[config.mk]
export PLATFORM = sky130hd
export DESIGN_NAME = led_driver_fault_manager
export DESIGN_NICKNAME = d
export VERILOG_FILES = /design/src/fault_pkg.sv /design/src/led_driver_fault_manager.sv /design/src/sync_stage.sv
export SDC_FILE = /design/constraint.sdc
export NUM_CORES = 1
export LEC_CHECK = 0
export ABC_CLOCK_PERIOD_IN_PS = 7300
export BUFFER_PORTS_ARGS = -buffer_cell sky130_fd_sc_hd__buf_2
export CAP_MARGIN = 10
export CORE_MARGIN = 2
export CORE_UTILIZATION = 40
export CTS_CLUSTER_DIAMETER = 40
export DETAILED_ROUTE_END_ITERATION = 12
export PLACE_DENSITY_LB_ADDON = 0.25
export SETUP_SLACK_MARGIN = 0.1
export SLEW_MARGIN = 40
export SYNTH_ARGS = -nofsm -noshare
export SYNTH_HDL_FRONTEND = slang
export SYNTH_HIERARCHICAL = 1
export SYNTH_SLANG_ARGS = --single-unit
[constraint.sdc]
create_clock -name clk -period 7.3 [get_ports clk]
set_clock_uncertainty 0.15 [all_clocks]
set_input_delay 0.365 -clock clk [delete_from_list [all_inputs] [get_ports clk]]
set_output_delay 0.365 -clock clk [all_outputs]
set_load 0.01 [all_outputs]
[src/fault_pkg.sv]
package fault_pkg;
  localparam int NUM_CH = 6;
  // reset-timer length in ms, converted to 25 MHz clock cycles
  localparam int CLK_HZ = 25000000;
  localparam int RESET_HOLD_MS = 16;
  localparam int RESET_HOLD_CYC = CLK_HZ / 1000 * RESET_HOLD_MS;
  localparam int RESET_CNT_W = 20;
  // fault line must be low for more than this many switching cycles
  localparam logic [3:0] EXT_FAULT_CYC = 4'h8;
  localparam logic [NUM_CH-1:0] CH_ALL_ON = 6'h3F;
  localparam logic [NUM_CH-1:0] CH_NONE = 6'h00;
endpackage

[src/led_driver_fault_manager.sv]
`timescale 1ns/1ns
// Summary of operation
// - fault pin is open drain, pulled low while a reportable fault is held.
// - group mode: external low over 8 switching cycles stops boost and sinks.
// - a sink above the short threshold leaves regulation.
// - standard mode: short flags fault, only that channel is disabled.
// - latched fault holds until enable or dimming is low over 16 ms.
// - group mode: any short outside overvoltage wait turns off all strings and latches the fault.
// - short detection armed only while some sink sits in regulation.
// - with every sink above regulation, no shorts flagged, channels run.
// - overvoltage alone is not latched, no fault, only halts switching.
// - standard soft start overvoltage drops unregulated strings, flags fault.
// - after overvoltage stop, switching resumes once output has dropped.
// - group soft start overvoltage with unregulated string latches all off.
// - standard run overvoltage drops zero-current string, resumes others.
// - group mode: a string opening in operation latches all strings off.
// - current over primary limit ends the present on-time at once.
// - enable high and dimming low over 16 ms clears latched state.
// - next cycle after a current-limited one starts normally, no latch.
module led_driver_fault_manager
  import fault_pkg::*;
#(
  parameter int RESET_HOLD = RESET_HOLD_CYC
) (
  // clock and reset
  input wire logic clk,
  input wire logic sys_rst,
  // static configuration strap, 1 selects group shutdown
  input wire logic group_mode_strap,
  // control pins from the system controller
  input wire logic enable_pin,
  input wire logic dim_pin,
  // comparator outputs, asynchronous to clk
  input wire logic [NUM_CH-1:0] string_short_threshold,
  input wire logic [NUM_CH-1:0] sink_in_regulation,
  input wire logic [NUM_CH-1:0] sink_zero_current,
  input wire logic overvoltage_sense,
  input wire logic overvoltage_released,
  input wire logic current_limit_sense,
  input wire logic soft_start,
  // one-cycle pulse at the start of each switching cycle
  input wire logic switching_cycle_rate,
  // shared open-drain fault line
  input wire logic fault_line_in,
  output logic fault_line_out,
  output logic fault_line_oe,
  // controls to the power stage
  output logic [NUM_CH-1:0] sink_enable,
  output logic boost_enable,
  output logic on_time_end
);
  typedef enum logic [2:0] {
    ST_RUN = 3'h1,
    ST_OV_WAIT = 3'h2,
    ST_LATCHED = 3'h4
  } mode_e;

  logic [NUM_CH-1:0] short_s;
  logic [NUM_CH-1:0] reg_s;
  logic [NUM_CH-1:0] zero_s;
  logic ov_s, ovrel_s, ilim_s, ss_s, en_s, dim_s, line_s;
  logic group_q;
  logic fault_q;
  logic [NUM_CH-1:0] ch_off_q;
  mode_e state_q;
  logic [RESET_CNT_W-1:0] hold_cnt_q;
  logic clear_fault;
  logic [3:0] ext_cnt_q;
  logic ext_trip;
  logic short_armed;
  logic [NUM_CH-1:0] short_hits;
  logic ov_open;
  logic ov_cut;

  // every pin input except the strap and switching_cycle_rate passes two flops before use
  sync_stage #(.W(3 * NUM_CH + 7)) u_sync (
    .clk(clk),
    .sys_rst(sys_rst),
    .async_in({string_short_threshold, sink_in_regulation,
      sink_zero_current, overvoltage_sense, overvoltage_released,
      current_limit_sense, soft_start, enable_pin, dim_pin,
      fault_line_in}),
    .sync_out({short_s, reg_s, zero_s, ov_s, ovrel_s, ilim_s, ss_s,
      en_s, dim_s, line_s})
  );

  // strap caught by a clocked process while reset is asserted
  always_ff @(posedge clk) begin
    if (sys_rst) begin
      group_q <= group_mode_strap;
    end
  end

  // low-hold timer on enable or dimming; clears latched state
  always_ff @(posedge clk) begin
    if (sys_rst || (en_s && dim_s)) begin
      hold_cnt_q <= '0;
    end else if (hold_cnt_q != RESET_CNT_W'(RESET_HOLD)) begin
      hold_cnt_q <= hold_cnt_q + 1'b1;
    end
  end
  assign clear_fault = (hold_cnt_q == RESET_CNT_W'(RESET_HOLD));

  // count switching cycles the shared line is held low by another party;
  // our own pull is excluded so we do not trip on our own report
  always_ff @(posedge clk) begin
    if (sys_rst || line_s || fault_q || !group_q) begin
      ext_cnt_q <= '0;
    end else if (switching_cycle_rate && ext_cnt_q <= EXT_FAULT_CYC) begin
      ext_cnt_q <= ext_cnt_q + 1'b1;
    end
  end
  assign ext_trip = (ext_cnt_q > EXT_FAULT_CYC);

  // short detection only when some sink regulates
  assign short_armed = |reg_s;
  assign short_hits = short_armed ? short_s : CH_NONE;
  assign ov_open = ss_s ? |(~reg_s & ~ch_off_q) :
    |(zero_s & ~ch_off_q);

  // fault flag and channel disables; set wins over clear
  always_ff @(posedge clk) begin
    if (sys_rst) begin
      fault_q <= 1'b0;
      ch_off_q <= CH_NONE;
      state_q <= ST_RUN;
    end else begin
      case (state_q)
        ST_RUN: begin
          if (group_q && (|short_hits || (ov_s && ov_open))) begin
            fault_q <= 1'b1;
            ch_off_q <= CH_ALL_ON;
            state_q <= ST_LATCHED;
          end else if (group_q && ext_trip) begin
            ch_off_q <= CH_ALL_ON;
            state_q <= ST_LATCHED;
          end else begin
            if (|short_hits) begin
              fault_q <= 1'b1;
              ch_off_q <= ch_off_q | short_hits;
            end else if (clear_fault) begin
              fault_q <= 1'b0;
              ch_off_q <= CH_NONE;
            end
            if (ov_s) begin
              state_q <= ST_OV_WAIT;
              if (ss_s) begin
                ch_off_q <= ch_off_q | short_hits | ~reg_s;
                if (ov_open) begin
                  fault_q <= 1'b1;
                end
              end else begin
                ch_off_q <= ch_off_q | short_hits | zero_s;
              end
            end
          end
        end
        ST_OV_WAIT: begin
          if (|short_hits) begin
            fault_q <= 1'b1;
            ch_off_q <= ch_off_q | short_hits;
          end
          if (ovrel_s && !ov_s) begin
            state_q <= ST_RUN;
          end
        end
        ST_LATCHED: begin
          // only the long low hold releases a latched-off device;
          // a short still present keeps it latched, so set wins
          if (clear_fault && !(|short_hits)) begin
            fault_q <= 1'b0;
            ch_off_q <= CH_NONE;
            state_q <= ST_RUN;
          end
        end
        default: state_q <= ST_RUN;
      endcase
    end
  end

  // boost halted while waiting out overvoltage or latched off
  assign ov_cut = (state_q != ST_RUN) || ov_s;
  always_ff @(posedge clk) begin
    if (sys_rst) begin
      boost_enable <= 1'b0;
      sink_enable <= CH_NONE;
    end else begin
      boost_enable <= !ov_cut && (state_q != ST_LATCHED);
      sink_enable <= ~ch_off_q;
    end
  end

  // per-cycle limit: combinational, never latched, next cycle unaffected
  assign on_time_end = ilim_s;

  // open drain: drive low only while a fault is held
  assign fault_line_out = 1'b0;
  assign fault_line_oe = fault_q;
endmodule

[src/sync_stage.sv]
`timescale 1ns/1ns
// two-flop synchroniser for a vector of asynchronous levels
module sync_stage #(
  parameter int W = 1
) (
  input wire logic clk,
  input wire logic sys_rst,
  input wire logic [W-1:0] async_in,
  output logic [W-1:0] sync_out
);
  logic [W-1:0] meta_q;

  // first stage is read only by the second
  always_ff @(posedge clk) begin
    if (sys_rst) begin
      meta_q <= '0;
      sync_out <= '0;
    end else begin
      meta_q <= async_in;
      sync_out <= meta_q;
    end
  end
endmodule

Word-level counts from Yosys, hierarchy flattened
Index checks and enable logic that the tools add are counted.
Widths: inputs -> output; s select.
{"block": "word_totals", "regBits": 92, "input_bits": 29, "wordCells": 87}
{"block": "op_classes", "addsub": 2, "n_bitwise": 7, "reduce_logical": 26, "n_mux": 27, "order_cmp": 2, "eq_ne": 13}
{"cell": "$mux 6", "n": 9}
{"cell": "$reduce_or 6->1", "n": 4}
{"cell": "$add 20x1->20 const B", "n": 1}
{"cell": "$eq 20x19->1 const B", "n": 1}
{"cell": "$ne 20x19->1 const B", "n": 1}
{"cell": "$or 6x6->6", "n": 3}
{"cell": "$pmux 6 s3", "n": 1}
{"cell": "$mux 3", "n": 5}
{"cell": "$and 6x6->6", "n": 2}
{"cell": "$not 6->6", "n": 2}
{"cell": "$mux 1", "n": 10}
{"cell": "$pmux 3 s3", "n": 1}
{"cell": "$logic_and 1x1->1", "n": 8}
{"cell": "$reduce_and 4->1", "n": 2}
{"cell": "$logic_or 1x1->1", "n": 6}
{"cell": "$ne 2x2->1 const B", "n": 3}
{"cell": "$ne 3x3->1 const B", "n": 2}
{"cell": "$ne 6x5->1 const B", "n": 1}
{"cell": "$add 4x1->4 const B", "n": 1}
{"cell": "$gt 4x4->1 const B", "n": 1}
{"cell": "$le 4x4->1 const B", "n": 1}
{"cell": "$logic_not 1->1", "n": 4}
{"cell": "$ne 4x3->1 const B", "n": 1}
{"cell": "$eq 3x1->1 const B", "n": 1}
{"cell": "6 further kinds", "n": 6}

Depth between registers and ports, before layout
{"block": "depth", "word_depth": 10, "mapped_depth": 8, "depth_no_buf": 8}

Modules after synthesis
The synthesis kept the hierarchy.
{"mod": "led_driver_fault_manager", "cells_per_inst": 252, "n_inst": 1, "area_per_inst_um2": 2180.8}
{"mod": "sync_stage", "cells_per_inst": 105, "n_inst": 1, "area_per_inst_um2": 1338.8}

Worst setup path before layout
No wires, ideal clock.
{"block": "synth_timing", "kind": "register to register", "startpoint": "register hold_cnt_q[14]", "endpoint": "register ch_off_q[0]", "stages_incl_launch_ff": 7, "synth_period_minus_slack_ps": 2345, "t_arrival_ps": 2081, "path_slack_ps": 4955, "setup_ps": 115, "t_required_ps": 7035, "path_buffers": 0, "cell_sequence": "dfxtp_1 > or4b_1 > or4_4 > nor2_8 > o32ai_4 > o31ai_4 > o21ba_1"}
{"block": "synth_between", "elab_chain_cells": 4, "elab_cells_between_ends": 5, "cone_classes": "3 x eq/ne; 2 x reduce/logical"}
{"element": "start: declaration", "line": "led_driver_fault_manager.sv:66", "source": "logic [RESET_CNT_W-1:0] hold_cnt_q;"}
{"element": "start signal: assignment", "line": "led_driver_fault_manager.sv:99", "source": "hold_cnt_q <= hold_cnt_q + 1'b1;"}
{"element": "$eq 20x19->1 (*)", "line": "led_driver_fault_manager.sv:102", "source": "assign clear_fault = (hold_cnt_q == RESET_CNT_W'(RESET_HOLD));"}
{"element": "$logic_and 1x1->1", "line": "led_driver_fault_manager.sv:170", "source": "if (clear_fault && !(|short_hits)) begin"}
{"element": "$ne 2x2->1 (no source line)"}
{"element": "$reduce_and 4->1 (no source line) (*)"}
{"element": "end signal: assignment", "line": "led_driver_fault_manager.sv:140", "source": "ch_off_q <= ch_off_q | short_hits;"}
{"element": "end signal: assignment", "line": "led_driver_fault_manager.sv:148", "source": "ch_off_q <= ch_off_q | short_hits | ~reg_s;"}
{"element": "end signal: assignment", "line": "led_driver_fault_manager.sv:161", "source": "ch_off_q <= ch_off_q | short_hits;"}
{"element": "end: declaration", "line": "led_driver_fault_manager.sv:64", "source": "logic [NUM_CH-1:0] ch_off_q;"}
Mark *: on every way between the ends. The rest lies on a longest branch, timed or not.
A chain may end at the register's enable or synchronous reset.

Final worst setup path
{"block": "layout_timing", "startpoint": "register hold_cnt_q[14]", "endpoint": "register ch_off_q[2]"}
Same word-level chain as after synthesis.

==> impl_metrics.sql <==
INSERT INTO impl_metrics (metric_group, metric, value, unit) VALUES
('run_status', 'status', 'finished clean', ''),
('worst_setup_path', 'worst-endpoint-required', '7.40', 'ns'),
('synthesis', 'synth_top_family_by_area', 'simple AND/OR/NAND/NOR gates', ''),
('sta', 'max_clock_freq', '401', 'MHz'),
('power_and_ir_drop', 'p_leak', '1.62', 'nW'),
('layout', 'antenna_cells_inserted', '0', ''),
('sta', 'setup_tns', '0', 'ns'),
('clock_network', 'numCtsBuffers', '9', ''),
('global_routing', 'grt_first_pass_wirelength', '10500', 'µm'),
('synthesis', 'synthArstFlopShare', '0', '%'),
('routing', 'routed_via_density', '4.77', ''),
('routing', 'first_pass_iters', '4', ''),
('synthesis', 'postSynthAreaPerCell', '9.86', 'µm²'),
('layout', 'fin_util', '46.4', '%'),
('sta', 'timing_hold_violations_final', '0', ''),
('synthesis', 'synth_xor_xnor_area_share', '3.73', '%'),
('routing', 'routed-via-count', '2420', ''),
('placed_design', 'port_buffers', '37', ''),
('synthesis', 'yosys_warnings', '6', ''),
('clock_network', 'clockRootBuffer', 'sky130_fd_sc_hd__clkbuf_8', ''),
('layout', 'most_common_library_cell_in_the_layout_ignoring_fill_and_taps', 'sky130_fd_sc_hd__dfxtp_1', ''),
('global_routing', 'grt_util_all_layers', '13.5', '%'),
('worst_setup_path', 'worst_setup_path_end_kind', 'register', ''),
('worst_setup_path', 'classification_of_the_worst_setup_path', 'reg -> reg', ''),
('synthesis', 'synth_compound_area_share', '12.0', '%'),
('worst_setup_path', 'critical_path_peak_fanout', '7', ''),
('placed_design', 'globalplace.congestion', '0.789', ''),
('synthesis', 'synth-adder-area-share', '1.42', '%'),
('power_and_ir_drop', 'irDropWorstVdd', '0.134', 'mV'),
('die', 'die_h', '97.8', 'µm'),
('layout', 'final_nets', '427', ''),
('synthesis', 'postSynthRegisterBits', '92', ''),
('layout', 'drive_gt1_share', '17.0', '%'),
('clock_network', 'clkTransAtPathRegs', '0.09', 'ns'),
('clock_network', 'hold_buffers', '0', ''),
('synthesis', 'yosys.cell_types.count', '53', ''),
('routing', 'drt-total-wl', '6140', 'µm'),
('sta', 'fin_hold_ws', '0.0623', 'ns'),
('sta', 'drv_slew', '0', ''),
('die', 'core_area', '0.00864', 'mm²'),
('global_routing', 'grt_start_max_net_pins', '64', ''),
('sta', 'worst-slew-pin-transition', '0.660', 'ns'),
('synthesis', 'synth_cells', '357', ''),
('layout', 'num-fill-cells', '835', ''),
('routing', 'remaining_drc_errors', '0', ''),
('layout', 'layout-area-overhead-vs-synth', '13.9', '%'),
('clock_network', 'cts.repair_timing.setup_buffer_count', '0', ''),
('min_path', 'hp-class', 'in -> reg', ''),
('layout', 'commonest_cells_after_routing_fill_and_taps_aside', 'sky130_fd_sc_hd__dfxtp_1 (91), sky130_fd_sc_hd__nor2b_1 (51), sky130_fd_sc_hd__buf_2 (37), sky130_fd_sc_hd__nor2_1 (32), sky130_fd_sc_hd__nand2_1 (18)', ''),
('sta', 'final.setup.worst_slack', '4.81', 'ns'),
('clock_network', 'clock_tree_from_tritoncts', 'done', ''),
('worst_setup_path', 'crit_path_start_kind', 'register', ''),
('sta', 'min_period', '2.49', 'ns'),
('synthesis', 'synthMuxAreaShare', '2.92', '%'),
('clock_network', 'numClockSinks', '92', ''),
('clock_network', 'cts_htree_levels', '3', ''),
('synthesis', 'synth_top_flop_cell', 'sky130_fd_sc_hd__dfxtp_1', ''),
('clock_network', 'insertion_delay', '0.35', 'ns'),
('run', 'max_cap_violations', '0', ''),
('sta', 'setup_repair_after_global_routing_missed_its_margin', 'false', ''),
('sta', 'slew_headroom', '55.9', '%'),
('power_and_ir_drop', 'design_power_total', '1.01', 'mW'),
('routing', 'routedWlPerCell', '12.1', 'µm'),
('clock_network', 'cts_resized', '0', ''),
('synthesis', 'syn_area', '0.00352', 'mm²'),
('synthesis', 'post_synth_edffs', '1', ''),
('worst_setup_path', 'cp_data_arrival_time', '2.59', 'ns'),
('placed_design', 'worst_case_setup_slack_after_placement', '4.80', 'ns'),
('global_routing', 'final_global_route_overflow_total', '0', ''),
('die', 'ioPinCount', '39', ''),
('placed_design', 'hpwlAfterDp', '4310', 'µm');
[sequential cells by signal, summed over array words and instances (netlist names)]
signal,flops
boost_enable,1
ch_off_q,6
ext_cnt_q,4
u_sync/meta_q,25
u_sync/sync_out,25
sink_enable,6
fault_line_oe,1
state_q,3
hold_cnt_q,20
group_q,1
[path summary, 6_finish.rpt]
kind | start | to | slack, ns | cells past startpoint
min | group_mode_strap | group_q$_DFFE_PP_ | 0.06 | 1
max | hold_cnt_q[14]$_SDFFE_PP0N_ | ch_off_q[2]$_SDFFE_PP0P_ | 4.81 | 6
max reg2reg | hold_cnt_q[14]$_SDFFE_PP0N_ | ch_off_q[2]$_SDFFE_PP0P_ | 4.81 | 6
min reg2reg | u_sync/meta_q[9]$_SDFF_PP0_ | u_sync/sync_out[9]$_SDFF_PP0_ | 0.29 | 1
[critical path, cell delays in order, from the launching register on]
cell and delay (ns):
sky130_fd_sc_hd__dfxtp_1 0.34, sky130_fd_sc_hd__or4b_1 0.53, sky130_fd_sc_hd__or4_4 0.54, sky130_fd_sc_hd__nor2_8 0.17, sky130_fd_sc_hd__o32ai_4 0.13, sky130_fd_sc_hd__o31ai_4 0.33
sky130_fd_sc_hd__o21ba_1 0.19
[synth_stat cells (6+ instances only)]
| cell | count | area [µm²] |
|---|---|---|
| sky130_fd_sc_hd__dfxtp_1 | 91 | 1820 |
| sky130_fd_sc_hd__nor2b_1 | 51 | 319 |
| sky130_fd_sc_hd__nor2_1 | 32 | 120 |
| sky130_fd_sc_hd__nand2_1 | 18 | 67.6 |
| sky130_fd_sc_hd__a21oi_1 | 17 | 85.1 |
| sky130_fd_sc_hd__inv_1 | 15 | 56.3 |
| sky130_fd_sc_hd__nand3_1 | 12 | 60.1 |
| sky130_fd_sc_hd__xor2_1 | 10 | 87.6 |
| sky130_fd_sc_hd__nor3_1 | 9 | 45.0 |
| sky130_fd_sc_hd__o21ai_0 | 9 | 45.0 |
| sky130_fd_sc_hd__mux2i_1 | 8 | 80.1 |
| sky130_fd_sc_hd__a22oi_1 | 6 | 45.0 |
| sky130_fd_sc_hd__buf_2 | 6 | 30.0 |
[area by class of cell]
class | instances | area (µm²) | area share, %
clock buffer | 11 | 131 | 3.28
clock inverter | 5 | 85.1 | 2.12
inverter | 15 | 56.3 | 1.40
multi-input combinational | 238 | 1560 | 38.8
sequential | 92 | 1850 | 46.2
tap | 108 | 135 | 3.37
timing repair buffer | 38 | 193 | 4.81
[where the power goes]
group / switching (mW) / leakage (nW) / internal, mW
registers: 0.0152 / 0.758 / 0.527
logic: 0.0497 / 0.754 / 0.0450
clock network: 0.175 / 0.104 / 0.195
total: 0.240 / 1.62 / 0.768
[layer usage]
metal / vias up / track usage (%) / part of all wire, %
met2: 49 / 21.4 / 45
met3: 7 / 3.44 / 3.9
li1: 1281 / - / -
met1: 1083 / 18.0 / 49
met5: - / 0 / 0
met4: 0 / 5.13 / 1.7
[stage by stage]
| stage | instances | area (µm²) |
|---|---|---|
| 2_1_floorplan | 357 | 3520 |
| 3_3_place_gp | 491 | 3790 |
| 3_5_place_dp | 491 | 3790 |
| 4_1_cts | 507 | 4010 |
| 5_1_grt | 507 | 4010 |
| 6_report | 507 | 4010 |
[cell families after synthesis]
group | count (synthesis)
other cells | 1
flops | 92
fa+ha+maj | 4
mux | 10
xor+xnor | 15
compound gates | 56
buf+inv | 27
simple gates | 152
No activity file was read; power rests on OpenSTA's default activity.
